===== config.mk =====
export PLATFORM = sky130hd
export DESIGN_NAME = spi_port
export DESIGN_NICKNAME = d
export VERILOG_FILES = /design/src/design/byte_fifo.v /design/src/design/spi_port.v
export VERILOG_INCLUDE_DIRS = /design/src /design/src/shared
export SDC_FILE = /design/constraint.sdc
export NUM_CORES = 1
export LEC_CHECK = 0
export CORE_UTILIZATION = 55
export DETAILED_ROUTE_END_ITERATION = 6
export DONT_BUFFER_PORTS = 1
export PLACE_DENSITY = 0.68
export SYNTH_ARGS = -nofsm -noshare
export SYNTH_HDL_FRONTEND = slang
export SYNTH_HIERARCHICAL = 1
export SYNTH_SLANG_ARGS = --single-unit
export TNS_END_PERCENT = 10

===== constraint.sdc =====
create_clock -name clk_sys -period 4 [get_ports clk_sys]
set_input_delay 0.4 -clock clk_sys [delete_from_list [all_inputs] [get_ports clk_sys]]
set_output_delay 0.4 -clock clk_sys [all_outputs]
set_load 0.02 [all_outputs]

===== src/shared/spi_port_map.vh =====
// constants for the configurable serial peripheral port
// Function
// - separate two-byte transmit and receive FIFOs
// - drive on programmed edge, capture opposite
// - one bit out, one in, each clock
// - after last bit of a segment store byte, reload
// - keep controls cleared: discard rx, dummy tx
// - segment width programmable one to eight
// - master idles clock, deselects when done
// - unselected slave ignores bus, drives data only under direction control
// - master drives clock, slave receives it
// - polarity sets clock idle level
// - separate polarity for input, output, select
// - sample phase: middle or end
// - clock edge: first or second
// - rate divider applies only as master
// - bit order and select mode selectable
// - full, rx-only, tx-only, counted modes
// - enable activates port pins; clock and select drive only as master
// - disable aborts, blocks flags, empties FIFOs
// - direction control forces data out while enabled
// - tx bit routed to pin and peripherals
// - busy while master transfer in progress
// - count zero flag when counter ends
`ifndef SPI_PORT_MAP_VH
`define SPI_PORT_MAP_VH
`define FIFO_DEPTH 2
`define FIFO_PTR_W 1
`define BYTE_W 8
`define DUMMY_BYTE 8'h00
`define MODE_FULL 2'h0
`define MODE_RX_ONLY 2'h1
`define MODE_TX_ONLY 2'h2
`define ST_IDLE 2'h0
`define ST_FIRST 2'h1
`define ST_SECOND 2'h2
`endif


===== src/design/byte_fifo.v =====
// two-entry byte FIFO used for both data paths
`timescale 1ns/100ps
`include "spi_port_map.vh"
module byte_fifo (
   input wire clk_sys,
   input wire rstn,
   input wire flush,
   input wire [7:0] inData,
   input wire inValid,
   output wire inReady,
   output reg [7:0] outData,
   output wire outValid,
   input wire outReady
);
   reg [7:0] mem [0:`FIFO_DEPTH-1];
   reg [`FIFO_PTR_W-1:0] wrPtr;
   reg [`FIFO_PTR_W-1:0] rdPtr;
   reg [1:0] count;
   wire doWrite;
   wire doRead;
   assign inReady = (count != 2'h2);
   assign outValid = (count != 2'h0);
   assign doWrite = inValid & inReady;
   assign doRead = outValid & outReady;
   always @* begin
      outData = mem[rdPtr];
   end
   always @(posedge clk_sys) begin
      if (doWrite & ~flush) begin
         mem[wrPtr] <= inData;
      end
   end
   always @(posedge clk_sys or negedge rstn) begin
      if (!rstn) begin
         wrPtr <= 1'h0;
         rdPtr <= 1'h0;
         count <= 2'h0;
      end else if (flush) begin
         wrPtr <= 1'h0;
         rdPtr <= 1'h0;
         count <= 2'h0;
      end else begin
         if (doWrite) begin
            wrPtr <= wrPtr + 1'h1;
         end
         if (doRead) begin
            rdPtr <= rdPtr + 1'h1;
         end
         if (doWrite & ~doRead) begin
            count <= count + 2'h1;
         end else if (doRead & ~doWrite) begin
            count <= count - 2'h1;
         end
      end
   end
endmodule


===== src/design/spi_port.v =====
// master/slave serial peripheral port with byte FIFOs
`timescale 1ns/100ps
`include "spi_port_map.vh"
module spi_port (
   input wire clk_sys,
   input wire rstn,
   input wire enable,
   input wire masterMode,
   input wire clockIdleHigh,
   input wire outOnSecondEdge,
   input wire sampleAtEnd,
   input wire invertDataIn,
   input wire invertDataOut,
   input wire selectActiveHigh,
   input wire lsbFirst,
   input wire selectAlwaysDrive,
   input wire [1:0] duplexMode,
   input wire countedMode,
   input wire [15:0] transferCount,
   input wire countLoad,
   input wire [3:0] segmentWidth,
   input wire [7:0] serialRateDivider,
   input wire receiveKeepEnable,
   input wire transmitKeepEnable,
   input wire pinDirectionControl,
   input wire [7:0] txData,
   input wire txValid,
   output wire txReady,
   output wire [7:0] rxData,
   output wire rxValid,
   input wire rxReady,
   input wire sckIn,
   output reg sckOut,
   output reg sckOe,
   input wire sdi,
   output reg sdo,
   output reg sdoOe,
   input wire ssIn,
   output reg ssOut,
   output reg ssOe,
   output wire serialTxInternal,
   output reg busy,
   output reg countZeroFlag,
   input wire countZeroClear
);
   // pin synchronisers, first stage read only by second
   reg sckMeta, sckSync, sckPrev;
   reg sdiMeta, sdiSync;
   reg ssMeta, ssSync;
   always @(posedge clk_sys or negedge rstn) begin
      if (!rstn) begin
         sckMeta <= 1'b0;
         sckSync <= 1'b0;
         sckPrev <= 1'b0;
         sdiMeta <= 1'b0;
         sdiSync <= 1'b0;
         ssMeta <= 1'b0;
         ssSync <= 1'b0;
      end else begin
         sckMeta <= sckIn;
         sckSync <= sckMeta;
         sckPrev <= sckSync;
         sdiMeta <= sdi;
         sdiSync <= sdiMeta;
         ssMeta <= ssIn;
         ssSync <= ssMeta;
      end
   end

   wire dataIn = sdiSync ^ invertDataIn;
   wire slaveSelected = enable & ~masterMode &
      (ssSync == selectActiveHigh);
   wire [3:0] width = (segmentWidth == 4'h0 || segmentWidth > 4'h8) ?
      4'h8 : segmentWidth;
   wire rxKeep = receiveKeepEnable & (duplexMode != `MODE_TX_ONLY);
   wire txKeep = transmitKeepEnable & (duplexMode != `MODE_RX_ONLY);

   // FIFOs
   wire [7:0] txHead;
   wire txAvail;
   reg txPop;
   reg [7:0] rxPush;
   reg rxPushValid;
   wire rxRoom;
   byte_fifo txFifo (
      .clk_sys(clk_sys),
      .rstn(rstn),
      .flush(~enable),
      .inData(txData),
      .inValid(txValid),
      .inReady(txReady),
      .outData(txHead),
      .outValid(txAvail),
      .outReady(txPop)
   );
   byte_fifo rxFifo (
      .clk_sys(clk_sys),
      .rstn(rstn),
      .flush(~enable),
      .inData(rxPush),
      .inValid(rxPushValid),
      .inReady(rxRoom),
      .outData(rxData),
      .outValid(rxValid),
      .outReady(rxReady)
   );

   // master rate divider: one enable pulse per half period
   reg [7:0] divCount;
   wire halfTick = (divCount == serialRateDivider);
   always @(posedge clk_sys or negedge rstn) begin
      if (!rstn) begin
         divCount <= 8'h00;
      end else if (!enable || !busy || halfTick) begin
         divCount <= 8'h00;
      end else begin
         divCount <= divCount + 8'h01;
      end
   end

   // slave edges seen on the synchronised clock, normalised to idle
   wire sckLevel = sckSync ^ clockIdleHigh;
   wire sckPrevLevel = sckPrev ^ clockIdleHigh;
   wire slaveLead = slaveSelected & sckLevel & ~sckPrevLevel;
   wire slaveTrail = slaveSelected & ~sckLevel & sckPrevLevel;

   reg [1:0] state;
   reg [7:0] shiftOut;
   reg [7:0] shiftIn;
   reg [3:0] bitCount;
   reg [15:0] remaining;
   reg sampled;
   reg outBit;
   reg haveWord;

   // master: available word, or dummy or receive-only generation
   wire countLeft = (remaining != 16'h0000);
   wire masterWork = txKeep ? txAvail :
      (countedMode ? countLeft : rxRoom | ~rxKeep);
   wire needStall = rxKeep & ~rxRoom;
   wire [7:0] loadByte = txKeep ? txHead : `DUMMY_BYTE;
   wire leadEdge = masterMode ? (state == `ST_FIRST && halfTick) :
      slaveLead;
   wire trailEdge = masterMode ? (state == `ST_SECOND && halfTick) :
      slaveTrail;
   // launch happens on lead edge when outputting on second edge
   wire shiftEdge = outOnSecondEdge ? leadEdge : trailEdge;
   wire captEdge = outOnSecondEdge ? trailEdge : leadEdge;
   wire msbBit = lsbFirst ? shiftOut[0] : shiftOut[7];
   // second-edge output: the last capture closes the segment
   wire lastEdge = outOnSecondEdge ? captEdge : shiftEdge;
   wire [7:0] withData = lsbFirst ? {dataIn, shiftIn[7:1]} :
      {shiftIn[6:0], dataIn};
   wire [7:0] withSampled = lsbFirst ? {sampled, shiftIn[7:1]} :
      {shiftIn[6:0], sampled};

   always @(posedge clk_sys or negedge rstn) begin
      if (!rstn) begin
         state <= `ST_IDLE;
         shiftOut <= 8'h00;
         shiftIn <= 8'h00;
         bitCount <= 4'h0;
         remaining <= 16'h0000;
         sampled <= 1'b0;
         outBit <= 1'b0;
         haveWord <= 1'b0;
         txPop <= 1'b0;
         rxPush <= 8'h00;
         rxPushValid <= 1'b0;
         busy <= 1'b0;
         countZeroFlag <= 1'b0;
      end else begin
         txPop <= 1'b0;
         rxPushValid <= 1'b0;
         if (countZeroClear) begin
            countZeroFlag <= 1'b0;
         end
         if (!enable) begin
            state <= `ST_IDLE;
            bitCount <= 4'h0;
            haveWord <= 1'b0;
            busy <= 1'b0;
            if (countLoad) begin
               remaining <= transferCount;
            end
         end else begin
            if (countLoad && !busy) begin
               remaining <= transferCount;
            end
            // load a new word when none is held
            if (!haveWord && (masterMode ? masterWork && !needStall &&
                  state == `ST_IDLE : slaveSelected)) begin
               shiftOut <= loadByte;
               outBit <= lsbFirst ? loadByte[0] : loadByte[7];
               txPop <= txKeep & txAvail;
               haveWord <= 1'b1;
               bitCount <= 4'h0;
               if (masterMode) begin
                  state <= `ST_FIRST;
                  busy <= 1'b1;
                  if (countedMode && duplexMode == `MODE_TX_ONLY) begin
                     remaining <= remaining - 16'h0001;
                  end
               end
            end
            if (masterMode && state == `ST_FIRST && halfTick) begin
               state <= `ST_SECOND;
            end
            if (masterMode && state == `ST_SECOND && halfTick) begin
               state <= `ST_FIRST;
            end
            // sample in middle or at end of the bit time
            if (haveWord && captEdge) begin
               sampled <= dataIn;
               if (!sampleAtEnd) begin
                  shiftIn <= lsbFirst ? {dataIn, shiftIn[7:1]} :
                     {shiftIn[6:0], dataIn};
               end
            end
            if (haveWord && shiftEdge) begin
               if (sampleAtEnd) begin
                  shiftIn <= lsbFirst ? {sampled, shiftIn[7:1]} :
                     {shiftIn[6:0], sampled};
               end
               shiftOut <= lsbFirst ? {1'b0, shiftOut[7:1]} :
                  {shiftOut[6:0], 1'b0};
               outBit <= outOnSecondEdge ? msbBit :
                  (lsbFirst ? shiftOut[1] : shiftOut[6]);
            end
            if (haveWord && lastEdge) begin
               if (bitCount + 4'h1 == width) begin
                  haveWord <= 1'b0;
                  if (rxKeep) begin
                     rxPush <= outOnSecondEdge ? withData :
                        (sampleAtEnd ? withSampled : shiftIn);
                     rxPushValid <= 1'b1;
                  end
                  if (masterMode) begin
                     state <= `ST_IDLE;
                     busy <= 1'b0;
                     if (countedMode && duplexMode == `MODE_TX_ONLY &&
                           remaining == 16'h0000) begin
                        countZeroFlag <= 1'b1;
                     end
                  end
               end else begin
                  bitCount <= bitCount + 4'h1;
               end
            end
            if (!masterMode && !slaveSelected) begin
               haveWord <= 1'b0;
               bitCount <= 4'h0;
            end
         end
      end
   end

   wire txBit = (haveWord ? outBit : 1'b0) ^ invertDataOut;
   assign serialTxInternal = txBit;
   // every segment opens with an idle-level half period
   wire masterClkHigh = (state == `ST_SECOND);

   always @(posedge clk_sys or negedge rstn) begin
      if (!rstn) begin
         sckOut <= 1'b0;
         sckOe <= 1'b0;
         sdo <= 1'b0;
         sdoOe <= 1'b0;
         ssOut <= 1'b0;
         ssOe <= 1'b0;
      end else begin
         sckOe <= enable & masterMode;
         sckOut <= clockIdleHigh ^ (busy & masterClkHigh &
            (state != `ST_IDLE));
         ssOe <= enable & masterMode;
         ssOut <= (busy | selectAlwaysDrive) ? selectActiveHigh :
            ~selectActiveHigh;
         sdo <= txBit;
         sdoOe <= enable & (masterMode | slaveSelected |
            pinDirectionControl);
      end
   end
endmodule


### After elaboration in Yosys (flattened, before gate mapping)

Memory sizes are Yosys's and may differ from the RTL's.
Cells that the tools add are included.

* $lt $le $gt $ge: 1
* multiplexer cells: 90
* reduce and logical (&&, ||, !) cells: 37
* equality and inequality tests: 16
* bitwise gates (word level): 43
* add/sub/neg operators: 11

Operators by type and width (count)
* $mux 8: 13
* $mux 16: 6
* $mux 1: 51
* $mux 2: 14
* $and 1x1->1: 24
* $mux 4: 6
* $logic_and 1x1->1: 16
* $logic_not 16->1: 1
* $reduce_bool 16->1: 1
* $sub 16x1->16 const B: 1
* $ne 2x1->1 const B: 5
* $not 1->1: 10
* $reduce_bool 2->1: 5
* $add 8x1->8 const B: 1
* $eq 8x8->1: 1
* $logic_not 1->1: 6
* $ne 2x2->1 const B: 3
* $ne 3x1->1 const B: 2
* $xor 1x1->1: 5
* $add 1x1->1 const B: 4
* $add 2x1->2 const B: 2
* $add 4x1->4 const B: 1
* $eq 2x2->1 const B: 2
* $eq 4x4->1: 1
* other kinds (10): 17

* output and inout port bits: 19
* word-level logic and storage cells: 232
* register bits: 81
* bits of input ports: 61
* memories: 2
* RAM bits: 32

Memory list
* rxFifo.mem: words 2, bits a word 8, rd ports 1, clocked after Yosys merged registers in 0, wr ports 1, line byte_fifo.v:15 `` reg [7:0] mem [0:`FIFO_DEPTH-1]; ``
* txFifo.mem: words 2, bits a word 8, rd ports 1, clocked after Yosys merged registers in 0, wr ports 1, line byte_fifo.v:15

### Depth between registers and ports, before layout

* depth after elaboration: 17
* mapped depth: 9
* mapped depth without buffers: 8

### By module

The synthesis kept the hierarchy.

By module, submodules not included
* spi_port: instances 1, area each 4514.3 um^2, seq. area each 1826.8 um^2, cells an instance 484
* byte_fifo: instances 2, area each 802.0 um^2, seq. area each 580.6 um^2, cells an instance 51

### Worst setup path after synthesis

OpenSTA, ideal clock, no wires.

* path type: reg-to-reg
* from: register bitCount[0]
* to: register rxPush[0]
* period minus slack after synthesis: 2.426 ns
* data arrival time: 2.301 ns
* path slack: 1.574 ns
* library setup time: 0.125 ns
* path buffers: 0
* stages on the path, launching flop included: 8
* data required time: 3.875 ns
* cells stage by stage: dfrtp_1 ha_1 xor2_1 nand3b_1 or3_1 a31oi_4 nor4b_4 mux2_2

* longest elaborated chain between the ends: 3

RTL lines
* start: declaration: line spi_port.v:130 `reg [3:0] bitCount;`
* start signal: assignment: line spi_port.v:247 `bitCount <= bitCount + 4'h1;`
* $add 4x1->4: line spi_port.v:231 `if (bitCount + 4'h1 == width) begin`
* $eq 4x4->1: line spi_port.v:231
* $reduce_and 4->1 (no line)
* end signal: assignment: line spi_port.v:234 `rxPush <= outOnSecondEdge ? withData :`
* end: declaration: line spi_port.v:82 `reg [7:0] rxPush;`

No other way between the ends.
A chain may end at the register's enable or synchronous reset.

### Final worst setup path

* from: register txFifo.count[0]
* to: register remaining[13]

* longest elaborated chain between the ends: 8

RTL lines
* start: declaration: line byte_fifo.v:18 `reg [1:0] count;`
* start signal: assignment: line byte_fifo.v:50 `count <= count + 2'h1;`
* start signal: assignment: line byte_fifo.v:52 `count <= count - 2'h1;`
* $reduce_bool 2->1: line byte_fifo.v:22 `assign outValid = (count != 2'h0);`
* via txAvail: line spi_port.v:80 `wire txAvail;`
* $mux 1: line spi_port.v:138 `wire masterWork = txKeep ? txAvail :`
* $logic_and 1x1->1: line spi_port.v:191 `if (!haveWord && (masterMode ? masterWork && !needStall &&`
* $logic_and 1x1->1 (no line)
* $mux 1: line spi_port.v:191
* $logic_and 1x1->1: line spi_port.v:191
* $mux 16: line spi_port.v:191
* $mux 16: line spi_port.v:178 `if (!enable) begin`
* end signal: assignment: line spi_port.v:184 `remaining <= transferCount;`
* end signal: assignment: line spi_port.v:188 `remaining <= transferCount;`
* end signal: assignment: line spi_port.v:202 `remaining <= remaining - 16'h0001;`
* end: declaration: line spi_port.v:131 `reg [15:0] remaining;`

The timed path passes the listed nets, and every way through them passes these cells.

==> run summary <==
critical path required time: 4.42 ns
Core Area: 10,840 um^2
Final setup viols: 0
crit path kind: flip-flop to flip-flop
Max Clock Skew: 0.007866 ns
worst vdd ir: 313.3 uV
Post-synth EDFFs: 32
Setup crit start kind: flip-flop
RR Startpoint: txFifo/count[0]
DRT Pass-1 Iters: 5
most frequent cells in the layout: dfrtp_1 (81), nor2_1 (45), nand2_1 (37)
Hold WS: 0.008955 ns
I/O pin count: 80
first-pass GRT wire length: 22,190 um
LEAKAGE: 2.835 nW
Yosys warning count: 6
CTS tree: done
DIE HEIGHT: 107.5 um
ys async rst share: 71.68%
worst hold path class: input port to flip-flop
most common cell after layout, fill and taps aside: dfrtp_1
Starting Density: 56.44%
power per cell area: 465.3 nW/um^2
post-synthesis cell area: 6118 um^2
Fin. Hold Viols: 0
Main synth FF type: dfrtp_1
Slew @ Worst Pin: 1.112 ns
die width: 107.5 um
Crit path arrival time: 3.33 ns
end of the critical path: remaining[13]
Setup TNS Final: 0 ns
Vias/cell: 6.148
worst setup path startpoint: txFifo/count[0]
Period Utilization, post-route: 72.87%
Critical Path Sink Type: flip-flop
crit path max fanout: 26
CTS Buffer Depth: 2
gpl congestion: 0.8349
CTS Sinks: 113
initial antenna violation count: 0
R2R depth: 6
Max-Cap Viols: 0
relative slew slack: 25.28%
total grt overflow: 0
Tot GR Track Use: 25.17%
pin count of the biggest net entering global routing: 82
post-CTS setup buffer count: 0
Final Util: 64.76%
#FFs+latches synth: 113
share of post-route cells with drive strength above 1: 13.50%
Peak Freq: 0.3431 GHz
clock latency on the worst-skew pair: 0.53 ns
clock-pin slew on the worst setup and hold paths: 0.06 ns
outcome: finished, final reports clean
Vias: 4,642
port bufs: 0
post-synthesis sequential area ratio: 48.83%
num rows: 38
CTS buffer count: 17
Final nets: 666
vias in the first global route: 4,511
Yosys top cell area share: 33.13%
Yosys top cell by area: dfrtp_1
Cell variety after synth: 69
ant diodes: 0
overall routed net length: 13,480 um
die area: 11,550 um^2
R2R setup slack: 1.09 ns
First DRT Iteration DRCs: 317
DRC: 0
top cells by area, synth: dfrtp_1 (33%), edfxtp_1 (16%), mux2i_1 (5.4%), mux2_2 (5.2%), xor2_1 (3.1%)
WL/cell: 17.85 um
worst r2r dst: remaining[13]
RSZ-0062 raised after global routing: no
max-slew violation count: 0
area grow syn2layout: 14.74%
post-synth net total: 650
Post-Synthesis Cells: 586
dpl hpwl: 9097 um
H-Tree Depth: 4
min Tclk post-route: 2.915 ns
syn_area_per_cell: 10.44 um^2
clk root buf: clkbuf_8
antenna-violating nets left: 0
-- kinds of logic after synthesis --
group                      after synthesis  synth area share [%]
xor gates and xnor gates                29                 4.151
muxes                                   62                 10.92
AOI/OAI and AO/OA                      134                 15.32
buffers and inverters                   58                 3.763
and+or+nand+nor                        187                 16.40
adders and majority gates                3                0.6136
DFF                                    113                 48.83
-- report_power, final --
group | internal (mW) | switching [mW]
registers | 1.27 | 0.0920
logic | 0.155 | 0.183
clock network | 1.03 | 0.540
total | 2.45 | 0.815
-- worst min path at each step --
stage | startpoint | end | depth (start not counted) | slack [ns]
2_1_floorplan | rstn | bitCount[0] | 0 | 0.10
3_3_place_gp | rstn | shiftIn[3] | 0 | 0.11
3_5_place_dp | rstn | rxPush[4] | 0 | 0.11
4_1_cts | selectActiveHigh | ssOut | 1 | 0.004
5_1_grt | selectActiveHigh | ssOut | 1 | 0.01
6_report | selectActiveHigh | ssOut | 1 | 0.009
-- area by class of cell --
class,count,area [um^2]
Timing Repair Buffer,21,215.2
Inverter,34,127.6
Clock inverter,13,182.7
Sequential cell,113,2988
Fill cell,858,3820
Tap cell,140,175.2
Multi-Input combinational cell,415,2900
Clock buffer,19,431.7
-- synth_stat cells (all sizes together), types with 4 or more instances --
library cell and n:
a211oi 8, a21oi 18, a222oi 8, a31oi 16, and2 5, buf 9, clkbuf 15, dfrtp 81
edfxtp 32, inv 34, mux2 28, mux2i 33, nand2 37, nand2b 9, nand3 23, nand3b 4
nor2 45, nor2b 14, nor3 11, nor3b 4, nor4 4, o211ai 8, o21a 4, o21ai 34
o22ai 7, o311ai 4, or3 11, or4 5, xnor2 7, xor2 22
-- state kept, by name (all words and copies together), names as in the netlist, 2 cells and up --
signal,count
rxFifo/count,2
remaining,16
state,2
rxPush,8
shiftOut,8
bitCount,4
divCount,8
rxFifo/mem,16
txFifo/count,2
shiftIn,8
txFifo/mem,16
-- critical path, cell delays in order, from the launching register on --
cell	delay (ns)
dfrtp_1	0.43
or2_2	0.36
o311ai_0	0.86
a31o_2	0.53
nor3_1	0.09
or3_1	0.32
a31o_1	0.22
-- per-layer routing --
metal / GRT usage [%] / wire (um)
met3: 6.961 / 826
met1: 32.06 / 5929
met5: 0 / 0
met4: 11.45 / 225
met2: 39.95 / 6495
-- stage by stage --
stage | cell area, um^2 | power [mW] | instances | setup slack, ns
final | 7020 | 3.267 | 755 | 1.085
after global routing | 7020 | 3.383 | 755 | 0.7974
after global placement | 6228 | 1.667 | 707 | 1.213
after CTS | 7020 | 3.292 | 755 | 1.126
after floorplan | 6118 | 1.617 | 586 | 1.574
after detailed placement | 6228 | 1.681 | 707 | 1.145
-- repair_timing --
item / CTS / global route
endpoints found under the setup margin: 0 / 0
hold buffers: 16 / 0
hold endpoints to repair: 117 / 0
resized for setup: 0 / 0
Power figures use the tool's default switching activity.
